[config.mk]
export PLATFORM = sky130hd
export DESIGN_NAME = rtcal_alarm
export DESIGN_NICKNAME = d
export VERILOG_FILES = /design/src/logic/rtcal_pkg.sv /design/src/logic/rtcal_alarm.sv
export SDC_FILE = /design/constraint.sdc
export NUM_CORES = 1
export LEC_CHECK = 0
export ABC_CLOCK_PERIOD_IN_PS = 2900
export CORE_ASPECT_RATIO = 0.8
export CORE_MARGIN = 2
export CORE_UTILIZATION = 60
export DETAILED_ROUTE_END_ITERATION = 8
export DONT_BUFFER_PORTS = 1
export PLACE_DENSITY = 0.86
export SYNTH_ARGS = -nofsm -noshare
export SYNTH_HDL_FRONTEND = slang
export SYNTH_SLANG_ARGS = --single-unit
[constraint.sdc]
create_clock -name mclk_i -period 2.9 [get_ports mclk_i]
set_input_delay 0.58 -clock mclk_i [delete_from_list [all_inputs] [get_ports mclk_i]]
set_output_delay 0.58 -clock mclk_i [all_outputs]
set_load 0.01 [all_outputs]
[src/logic/rtcal_pkg.sv]
/*
 * Constants shared by the alarm and non-volatile commit block of the clock.
 * Assumes a 20 MHz system clock and a byte-wide register port from the
 * serial protocol engine.
 */
`default_nettype none
package rtcal_pkg;
    // ****************************************************************
    // Clock and timing
    // ****************************************************************
    localparam int CLK_MHZ = 20;
    localparam int LOCKOUT_MS = 90;
    localparam int LOCKOUT_CYC = LOCKOUT_MS * 1000 * CLK_MHZ;
    localparam int IRQ_PULSE_NS = 250;
    localparam int IRQ_PULSE_CYC = (IRQ_PULSE_NS * CLK_MHZ + 999) / 1000;
    localparam logic [2:0] IRQ_PULSE_LAST = 3'(IRQ_PULSE_CYC);
    localparam int LOCK_W = 21;

    // ****************************************************************
    // Alarm register map (16 bytes, two sets of 8)
    // ****************************************************************
    localparam logic [3:0] ADDR_ALARM0_SECONDS = 4'h0;
    localparam logic [3:0] ADDR_ALARM0_MINUTES = 4'h1;
    localparam logic [3:0] ADDR_ALARM0_DAY_OF_WEEK = 4'h6;
    localparam logic [3:0] ADDR_ALARM0_CENTURY = 4'h7;
    localparam logic [3:0] ADDR_ALARM1_SECONDS = 4'h8;
    localparam logic [3:0] ADDR_ALARM1_DAY_OF_WEEK = 4'hE;
    localparam logic [2:0] SET_COMMIT_LAST = 3'h4;
    localparam int SET_BIT = 3;
    localparam int ALARM_BYTES = 16;
    localparam logic [7:0] ALARM_RESET = 8'h00;

    // ****************************************************************
    // Field layout inside an alarm byte and the time vector
    // ****************************************************************
    localparam int FIELD_EN_BIT = 7;
    localparam int CMP_FIELDS = 7;
    localparam int BYTE_W = 8;
endpackage : rtcal_pkg
`default_nettype wire

[src/logic/rtcal_alarm.sv]
/*
 * Alarm compare, status flags, shared open-drain interrupt / clock-out pin,
 * non-volatile commit decision, bus lockout and power control bits.
 * Assumes the protocol engine delivers byte writes, a stop strobe and the
 * status-read strobe on mclk_i, and that the time vector is stable at tick.
 */
`timescale 1ns/1ns
`default_nettype none
// Function
// RL1 - Match sets flag regardless of interrupt enable
// RL2 - Status read eighth clock clears both flags
// RL3 - Host selects single mode: enable, pulse off
// RL4 - Single mode: pin low until flag read
// RL5 - Either alarm asserts pin; clear before reassert
// RL6 - Separate flags show which alarm fired
// RL7 - Pulse mode: one pulse every match
// RL8 - Pulse mode, both enabled: only alarm zero
// RL9 - Pulsing continues until mode or enables cleared
// RL10 - Single write to day-of-week never commits
// RL11 - Write ending on century byte never commits
// RL12 - Write ending on first five bytes commits
// RL13 - Host page write from alarm0 minutes, wraps
// RL14 - Alternative page write from alarm1 minutes
// RL15 - Commit day-of-week via three-byte write
// RL16 - Serial bus locked about 90 ms after brownout
// RL17 - Switchover select: zero standard, legacy default
// RL18 - Backup bus disable governs bus in backup
// RL19 - Disable bit one turns bus off in backup
// RL20 - Alarm pin only when frequency selects zero
// RL21 - One compare per time update
module rtcal_alarm
    import rtcal_pkg::*;
#(
    parameter int LOCK_CYCLES = LOCKOUT_CYC
) (
    // Clock and reset
    input wire logic mclk_i,
    input wire logic reset_i,
    // Running time
    input wire logic time_tick_i,
    input wire logic [63:0] time_i,
    // Register port from the protocol engine
    input wire logic reg_wr_i,
    input wire logic [3:0] reg_addr_i,
    input wire logic [7:0] reg_wdata_i,
    input wire logic wr_stop_i,
    input wire logic [3:0] reg_rd_addr_i,
    output logic [7:0] reg_rdata_o,
    input wire logic status_read_i,
    // Interrupt control bits
    input wire logic alarm_zero_enable_i,
    input wire logic alarm_one_enable_i,
    input wire logic pulse_mode_select_i,
    input wire logic freq_out_sel_hi_i,
    input wire logic freq_out_sel_lo_i,
    input wire logic fout_clk_i,
    // Power register bits and supply events
    input wire logic switchover_mode_select_i,
    input wire logic backup_bus_disable_i,
    input wire logic battery_backup_i,
    input wire logic brownout_i,
    // Status and outputs
    output logic alarm_zero_flag_o,
    output logic alarm_one_flag_o,
    output logic interrupt_or_clock_out_o,
    output logic interrupt_or_clock_out_oe_o,
    output logic nv_write_start_o,
    output logic bus_enable_o,
    output logic standard_switchover_o
);
    // ****************************************************************
    // Alarm storage
    // ****************************************************************
    logic [7:0] alarm_mem_ff [ALARM_BYTES];

    always_ff @(posedge mclk_i) begin
        if (reset_i) begin
            for (int i = 0; i < ALARM_BYTES; i++) begin
                alarm_mem_ff[i] <= ALARM_RESET;
            end
        end else if (reg_wr_i) begin
            alarm_mem_ff[reg_addr_i] <= reg_wdata_i;
        end
    end

    always_ff @(posedge mclk_i) begin
        if (reset_i) begin
            reg_rdata_o <= ALARM_RESET;
        end else begin
            reg_rdata_o <= alarm_mem_ff[reg_rd_addr_i];
        end
    end

    // ****************************************************************
    // Compare
    // ****************************************************************
    // A field takes part only when its enable bit is set; an alarm with no
    // field enabled never matches, so a blank set stays quiet.
    logic [CMP_FIELDS-1:0] fld_ok0, fld_ok1, fld_on0, fld_on1;
    genvar g;
    generate
        for (g = 0; g < CMP_FIELDS; g++) begin : g_cmp
            assign fld_on0[g] = alarm_mem_ff[g][FIELD_EN_BIT];
            assign fld_on1[g] = alarm_mem_ff[g+BYTE_W][FIELD_EN_BIT];
            assign fld_ok0[g] = !fld_on0[g] ||
                (alarm_mem_ff[g][6:0] == time_i[g*BYTE_W +: 7]);
            assign fld_ok1[g] = !fld_on1[g] ||
                (alarm_mem_ff[g+BYTE_W][6:0] == time_i[g*BYTE_W +: 7]);
        end
    endgenerate

    logic match0, match1;
    assign match0 = time_tick_i && (&fld_ok0) && (|fld_on0); // RL21
    assign match1 = time_tick_i && (&fld_ok1) && (|fld_on1); // RL21

    // ****************************************************************
    // Status flags
    // ****************************************************************
    // Set wins over the clear so a match in the read cycle is not lost.
    always_ff @(posedge mclk_i) begin
        if (reset_i) begin
            alarm_zero_flag_o <= 1'b0;
            alarm_one_flag_o <= 1'b0;
        end else begin
            alarm_zero_flag_o <= match0 || (alarm_zero_flag_o && !status_read_i); // RL1 RL2 RL6
            alarm_one_flag_o <= match1 || (alarm_one_flag_o && !status_read_i); // RL1 RL2 RL6
        end
    end

    // ****************************************************************
    // Interrupt pin
    // ****************************************************************
    logic alarm_pin_mode, single_fire, pulse_fire, irq_latch_ff;
    logic [2:0] pulse_cnt_ff;
    logic fout_s1_ff, fout_s2_ff;

    assign alarm_pin_mode = !freq_out_sel_hi_i && !freq_out_sel_lo_i; // RL20
    assign single_fire = alarm_pin_mode && !pulse_mode_select_i &&
        ((match0 && alarm_zero_enable_i) || (match1 && alarm_one_enable_i)); // RL4 RL5
    assign pulse_fire = alarm_pin_mode && pulse_mode_select_i &&
        ((match0 && alarm_zero_enable_i) ||
         (match1 && alarm_one_enable_i && !alarm_zero_enable_i)); // RL7 RL8 RL9

    always_ff @(posedge mclk_i) begin
        if (reset_i) begin
            irq_latch_ff <= 1'b0;
        end else begin
            irq_latch_ff <= single_fire || (irq_latch_ff && !status_read_i); // RL4 RL5
        end
    end

    always_ff @(posedge mclk_i) begin
        if (reset_i) begin
            pulse_cnt_ff <= 3'h0;
        end else if (pulse_fire) begin
            pulse_cnt_ff <= IRQ_PULSE_LAST; // RL7
        end else if (pulse_cnt_ff != 3'h0) begin
            pulse_cnt_ff <= pulse_cnt_ff - 3'h1;
        end
    end

    always_ff @(posedge mclk_i) begin
        if (reset_i) begin
            fout_s1_ff <= 1'b1;
            fout_s2_ff <= 1'b1;
        end else begin
            fout_s1_ff <= fout_clk_i;
            fout_s2_ff <= fout_s1_ff;
        end
    end

    // Open drain: the pin value is always low, only the enable moves.
    assign interrupt_or_clock_out_o = 1'b0;
    always_ff @(posedge mclk_i) begin
        if (reset_i) begin
            interrupt_or_clock_out_oe_o <= 1'b0;
        end else if (alarm_pin_mode) begin
            interrupt_or_clock_out_oe_o <= irq_latch_ff || (pulse_cnt_ff != 3'h0); // RL20
        end else begin
            interrupt_or_clock_out_oe_o <= !fout_s2_ff; // RL20
        end
    end

    // ****************************************************************
    // Non-volatile commit
    // ****************************************************************
    // Only the last byte of a write decides; the day-of-week and century
    // bytes lie outside the first five of a set and so never commit.
    logic wr_seen_ff;
    logic [3:0] last_addr_ff;

    always_ff @(posedge mclk_i) begin
        if (reset_i) begin
            wr_seen_ff <= 1'b0;
            last_addr_ff <= ADDR_ALARM0_SECONDS;
        end else if (reg_wr_i) begin
            wr_seen_ff <= 1'b1;
            last_addr_ff <= reg_addr_i;
        end else if (wr_stop_i) begin
            wr_seen_ff <= 1'b0;
        end
    end

    always_ff @(posedge mclk_i) begin
        if (reset_i) begin
            nv_write_start_o <= 1'b0;
        end else begin
            nv_write_start_o <= wr_stop_i && wr_seen_ff &&
                (last_addr_ff[2:0] <= SET_COMMIT_LAST); // RL10 RL11 RL12
        end
    end

    // ****************************************************************
    // Bus lockout and power control
    // ****************************************************************
    logic brown_s1_ff, brown_s2_ff, bat_s1_ff, bat_s2_ff;
    logic [LOCK_W-1:0] lock_cnt_ff;

    always_ff @(posedge mclk_i) begin
        if (reset_i) begin
            brown_s1_ff <= 1'b0;
            brown_s2_ff <= 1'b0;
            bat_s1_ff <= 1'b0;
            bat_s2_ff <= 1'b0;
        end else begin
            brown_s1_ff <= brownout_i;
            brown_s2_ff <= brown_s1_ff;
            bat_s1_ff <= battery_backup_i;
            bat_s2_ff <= bat_s1_ff;
        end
    end

    // The count restarts while the brownout level is held, so the lockout
    // runs from the end of the slow ramp.
    always_ff @(posedge mclk_i) begin
        if (reset_i) begin
            lock_cnt_ff <= '0;
        end else if (brown_s2_ff) begin
            lock_cnt_ff <= LOCK_W'(LOCK_CYCLES); // RL16
        end else if (lock_cnt_ff != '0) begin
            lock_cnt_ff <= lock_cnt_ff - LOCK_W'(1);
        end
    end

    always_ff @(posedge mclk_i) begin
        if (reset_i) begin
            bus_enable_o <= 1'b1;
            standard_switchover_o <= 1'b0;
        end else begin
            bus_enable_o <= (lock_cnt_ff == '0) && !brown_s2_ff &&
                !(bat_s2_ff && backup_bus_disable_i); // RL16 RL18 RL19
            standard_switchover_o <= !switchover_mode_select_i; // RL17
        end
    end
endmodule : rtcal_alarm
`default_nettype wire

# [Word level (Yosys, flattened, before mapping)]
# Memory sizes are Yosys's and may differ from the RTL's. A register that Yosys moved wholly into a read port is not among the register bits.
# Index checks and enable logic that the tools add are counted.
[totals] register_bits=41 word_cells=128 mem_count=1 ram_bits=128 output_inout_bits=15
[memory_table] memory="alarm_mem_ff" depth=16 width=8 read_ports=15 rd_ports_with_merged_regs=1 write_ports=16 line="rtcal_alarm.sv:74" rtl="logic [7:0] alarm_mem_ff [ALARM_BYTES];"
[op_classes] addsub=2 muxes=15 reduce_logical=76 magnitude_cmp=1 eq_ne=14
[ops] operator="equality test 7 bit" count=14
[ops] operator="two-way mux 21 bit" count=2
[ops] operator="logical NOT 1 bit" count=23
[ops] operator="logical NOT 21 bit" count=1
[ops] operator="nonzero test 21 bit" count=1
[ops] operator="subtractor 21 x 1 -> 21 bit, second input constant" count=1
[ops] operator="logical AND 1 bit" count=20
[ops] operator="logical OR 1 bit" count=20
[ops] operator="AND reduction 7 bit" count=2
[ops] operator="OR reduction 7 bit" count=2
[ops] operator="two-way mux 1 bit" count=9
[ops] operator="two-way mux 8 bit" count=1
[ops] operator="OR reduction 8 bit" count=1
[ops] operator="two-way mux 3 bit" count=2
[ops] operator="nonzero test 2 bit" count=3
[ops] operator="two-way mux 4 bit" count=1
[ops] operator="OR reduction 2 bit" count=2
[ops] operator="less-or-equal comparator 3 bit, second input constant" count=1
[ops] operator="nonzero test 3 bit" count=1
[ops] operator="subtractor 3 x 1 -> 3 bit, second input constant" count=1

# [Logic depth before layout (Yosys ltp)]
# An unclocked memory read counts as a cell.
[logic_depth] ltp_word=11 ltp_mapped=8

# [Worst setup path after synthesis]
# No wires, ideal clock.
[synth_timing] path_type="input to register" from="input port reg_rd_addr_i[0]" to="register reg_rdata_o[0], read port of alarm_mem_ff" setup_slack_ps=575 path_stages=5 setup_ps=128 required_time_ps=2772 arrival_ps=2197 cell_sequence="clkbuf_1 > buf_2 > mux4_2 > mux4_2 > nor2b_1"
[synth_rtl] item="start, declared" line="rtcal_alarm.sv:47" rtl="input wire logic [3:0] reg_rd_addr_i,"
[synth_rtl] item="end, declared" line="rtcal_alarm.sv:48" rtl="output logic [7:0] reg_rdata_o,"

==> metrics.log <==
INFO  metric powerDensity = 693 mW/mm2
INFO  metric start_util = 0.621
INFO  metric dpl.hpwl = 17100 um
INFO  metric io_pins = 111
INFO  metric cts_buffers = 17
INFO  metric die_h = 113 um
INFO  metric clock_period_minus_final_worst_setup_slack = 2.58 ns
INFO  metric ys_dominant_reg_cell = edfxtp_1
INFO  metric max_slew.worst_pin.slew = 0.712 ns
INFO  metric drv.max_cap_violation_count = 0
INFO  metric ir_worst_vdd = 0.000371 V
INFO  metric finalHoldViolCount = 0
INFO  metric cts_setup_buffers = 0
INFO  metric final-max-slew-violation-count = 0
INFO  metric worstPathArrival = 2.89 ns
INFO  metric critPathSlowestCell = o41ai_1
INFO  metric via_count_of_the_first_global_routing_pass = 6041
INFO  metric cp_num_buf_inv = 0
INFO  metric nets = 804
INFO  metric total_leakage_power = 3.37 nW
INFO  metric netlist_cell_types = 50
INFO  metric worst_setup_hold_path_clk_slew = 0.07 ns
INFO  metric drt_iter0_markers = 808
INFO  metric timing_worst_setup_path_type = flip-flop to flip-flop
INFO  metric achievable-frequency = 0.387 GHz
INFO  metric synth_seq_area_share = 0.538
INFO  metric fin_util = 0.673
INFO  metric die_w = 141 um
INFO  metric routedWlPerCell = 26.3 um
INFO  metric clock-skew-final = 0.0144 ns
INFO  metric via_count = 5950
INFO  metric globalplace.congestion = 0.994
INFO  metric critical_path_peak_fanout = 4
INFO  metric synth_async_reset_ratio = 0
INFO  metric synth-edff-count = 128
INFO  metric gr-usage-met2 = 0.479
INFO  metric cts.hold.buffers_added = 0
INFO  metric top_library_cells_by_usage_in_the_layout_fill_and_taps_aside = and2_1, edfxtp_1, xnor2_1
INFO  metric viasPerCell = 6.60
INFO  metric post_synth_instance_area = 0.00897 mm2
INFO  metric hold_path_depth = 1
INFO  metric hold_class = primary input to flip-flop
INFO  metric rsz0062_at_grt = no
INFO  metric run_status = finished clean
INFO  metric setup.reg_to_reg.worst_slack = 0.32 ns
INFO  metric fp.coreArea = 0.0144 mm2
INFO  metric tritoncts_clock_tree = yes
INFO  metric placement.io_buffers = 0
INFO  metric insertion_delay = 0.44 ns
INFO  metric worstPathCellList = xnor2_1 > nand4_1 > o41ai_1 > nand4_1 > or2_2 > o311ai_0
INFO  metric final_layout_size_suffix_gt1_frac = 0.148
INFO  metric yosys_register_bits = 177
INFO  metric share_of_the_cycle_needed_by_the_critical_path_after_routing = 0.890
INFO  metric cp_data_required_time = 3.21 ns
INFO  metric cts-root-buf = clkbuf_16
INFO  metric timing.critical_path.max_delay_family = compound AO/OA/AOI/OAI gates
INFO  metric synth_fp_nets = 806
INFO  metric finalSetupViolations = 0
INFO  metric grt_use_met1 = 0.390
INFO  metric yosys_warnings = 0
INFO  metric startpoint_type = flip-flop
INFO  metric totalWireLength = 23800 um
INFO  metric synth_area_per_cell = 12.7 um2
INFO  metric first_pass_grt_wire_length = 35300 um
INFO  metric rr_startpoint = alarm_mem_ff[4][2]$_SDFFCE_PN0P_
INFO  metric ctsResizeCount = 0
INFO  metric floorplan.rows = 39
INFO  metric worstRegToRegCells = 6
INFO  metric cts-root-to-sink-buffers = 2
INFO  metric cts-htree-levels = 4
INFO  metric post_synth_inst_count = 707
INFO  metric maximum_number_of_pins_on_one_net_before_global_route_repair = 64
INFO  metric drc = 0
INFO  metric timing.hold.worst_endpoint = standard_switchover_o$_SDFF_PP0_
INFO  metric ant_nets = 0
INFO  metric antenna_found_initial = 0
INFO  metric fp.dieArea = 0.0160 mm2
INFO  metric timing.critical_path.mode_cell = nand4_1
INFO  metric clock_sink_count = 177
INFO  metric area.growth.synth_to_final = 8.40%
INFO  metric r2r_end = pulse_cnt_ff[2]$_SDFFE_PP0P_
INFO  metric grt.overflow.total = 0
INFO  metric globalRouteMet3Util = 0.117
INFO  metric relSlewSlack = 0.519
INFO  metric crit_path_max_incr_delay = 0.60 ns
INFO  metric crit_path_end_kind = flip-flop
INFO  metric final.setup.tns = 0 ns
INFO  metric drt_pre_antenna_iters = 5
INFO  metric grt-busiest-layer = met2
INFO  metric globalRouteTotalUtil = 0.308
INFO  metric min-delay-start = switchover_mode_select_i
==> stage by stage <==
| step | power (mW) | instances | cell area (um2) | hold slack, ns | setup slack, ns |
|---|---|---|---|---|---|
| global placement | 4.37 | 870 | 9140 | 0.402 | 0.490 |
| CTS | 6.71 | 901 | 9720 | 0.200 | 0.489 |
| floorplan | 4.22 | 707 | 8970 | 0.389 | 0.575 |
| detailed placement | 4.46 | 870 | 9140 | 0.396 | 0.459 |
| finish | 6.73 | 902 | 9720 | 0.210 | 0.318 |
| global route | 6.98 | 901 | 9720 | 0.195 | 0.295 |
==> sequential cells by signal (all words and copies together), names as in the netlist, 3 cells and up <==
register / count
pulse_cnt_ff: 3
lock_cnt_ff: 21
last_addr_ff: 3
alarm_mem_ff: 128
reg_rdata_o: 8
==> cell usage after synthesis, types with 2 or more instances <==
library cell | n | area share
a211oi_1 | 2 | 0.0017
a21oi_1 | 19 | 0.011
and2_1 | 128 | 0.089
and4b_1 | 2 | 0.0022
buf_1 | 2 | 0.00084
buf_2 | 3 | 0.0017
clkbuf_1 | 22 | 0.0092
dfxtp_1 | 49 | 0.11
edfxtp_1 | 128 | 0.43
ha_1 | 3 | 0.0042
inv_1 | 6 | 0.0025
mux2i_1 | 5 | 0.0056
mux4_2 | 40 | 0.10
nand2_1 | 7 | 0.0029
nand2b_1 | 7 | 0.0049
nand3_1 | 9 | 0.0050
nand4_1 | 16 | 0.011
nand4b_1 | 3 | 0.0029
nor2_1 | 43 | 0.018
nor2b_1 | 12 | 0.0084
nor3_1 | 11 | 0.0061
nor4_1 | 8 | 0.0056
o21ai_0 | 4 | 0.0022
o311ai_0 | 2 | 0.0020
o41a_1 | 2 | 0.0025
o41ai_1 | 10 | 0.0098
or2_2 | 25 | 0.017
or3_1 | 3 | 0.0021
or4_1 | 3 | 0.0025
xnor2_1 | 65 | 0.063
xor2_1 | 49 | 0.048
==> area by class of cell <==
class / count / area, um2
diodes: 1 / 2.50
flip-flops and latches: 177 / 4820
repair buffers: 7 / 52.6
well taps: 184 / 230
clock inverters: 13 / 151
fillers: 938 / 4720
clock buffers: 18 / 429
inverters: 7 / 26.3
multi-input cells: 495 / 4010
==> routing by layer <==
metal  share of wire  vias to the layer above  wire, um
met5               0                        -         0
met4           0.044                        0      1050
met3            0.14                       83      3370
met2            0.46                      458     10900
met1            0.35                     2858      8410
li1                -                     2551         -
==> cells by family after synthesis <==
| group | Yosys count | synth area share |
|---|---|---|
| and+or+nand+nor | 285 | 0.187 |
| DFF | 177 | 0.538 |
| xor gates and xnor gates | 114 | 0.111 |
| AOI/OAI and AO/OA | 47 | 0.0381 |
| muxes | 45 | 0.106 |
| buffers and inverters | 35 | 0.0155 |
| adders and majority gates | 3 | 0.00418 |
| other | 1 | 0.000418 |
==> how the worst max path moves through the flow <==
stage	slack (ns)	endpoint	cells past startpoint	start
6_report	0.32	pulse_cnt_ff[2]$_SDFFE_PP0P_	6	alarm_mem_ff[4][2]$_SDFFCE_PN0P_
5_1_grt	0.30	pulse_cnt_ff[2]$_SDFFE_PP0P_	6	alarm_mem_ff[4][2]$_SDFFCE_PN0P_
4_1_cts	0.49	pulse_cnt_ff[2]$_SDFFE_PP0P_	6	alarm_mem_ff[4][2]$_SDFFCE_PN0P_
3_5_place_dp	0.46	pulse_cnt_ff[2]$_SDFFE_PP0P_	6	time_i[40]
3_3_place_gp	0.49	pulse_cnt_ff[2]$_SDFFE_PP0P_	6	time_i[40]
2_1_floorplan	0.58	reg_rdata_o[0]$_SDFF_PP0_	5	reg_rd_addr_i[0]
==> power breakdown <==
group	internal, mW	switching (mW)
Combinational	0.608	0.622
Clock	1.28	0.996
Sequential	2.97	0.254
No activity file was read; power rests on OpenSTA's default activity.
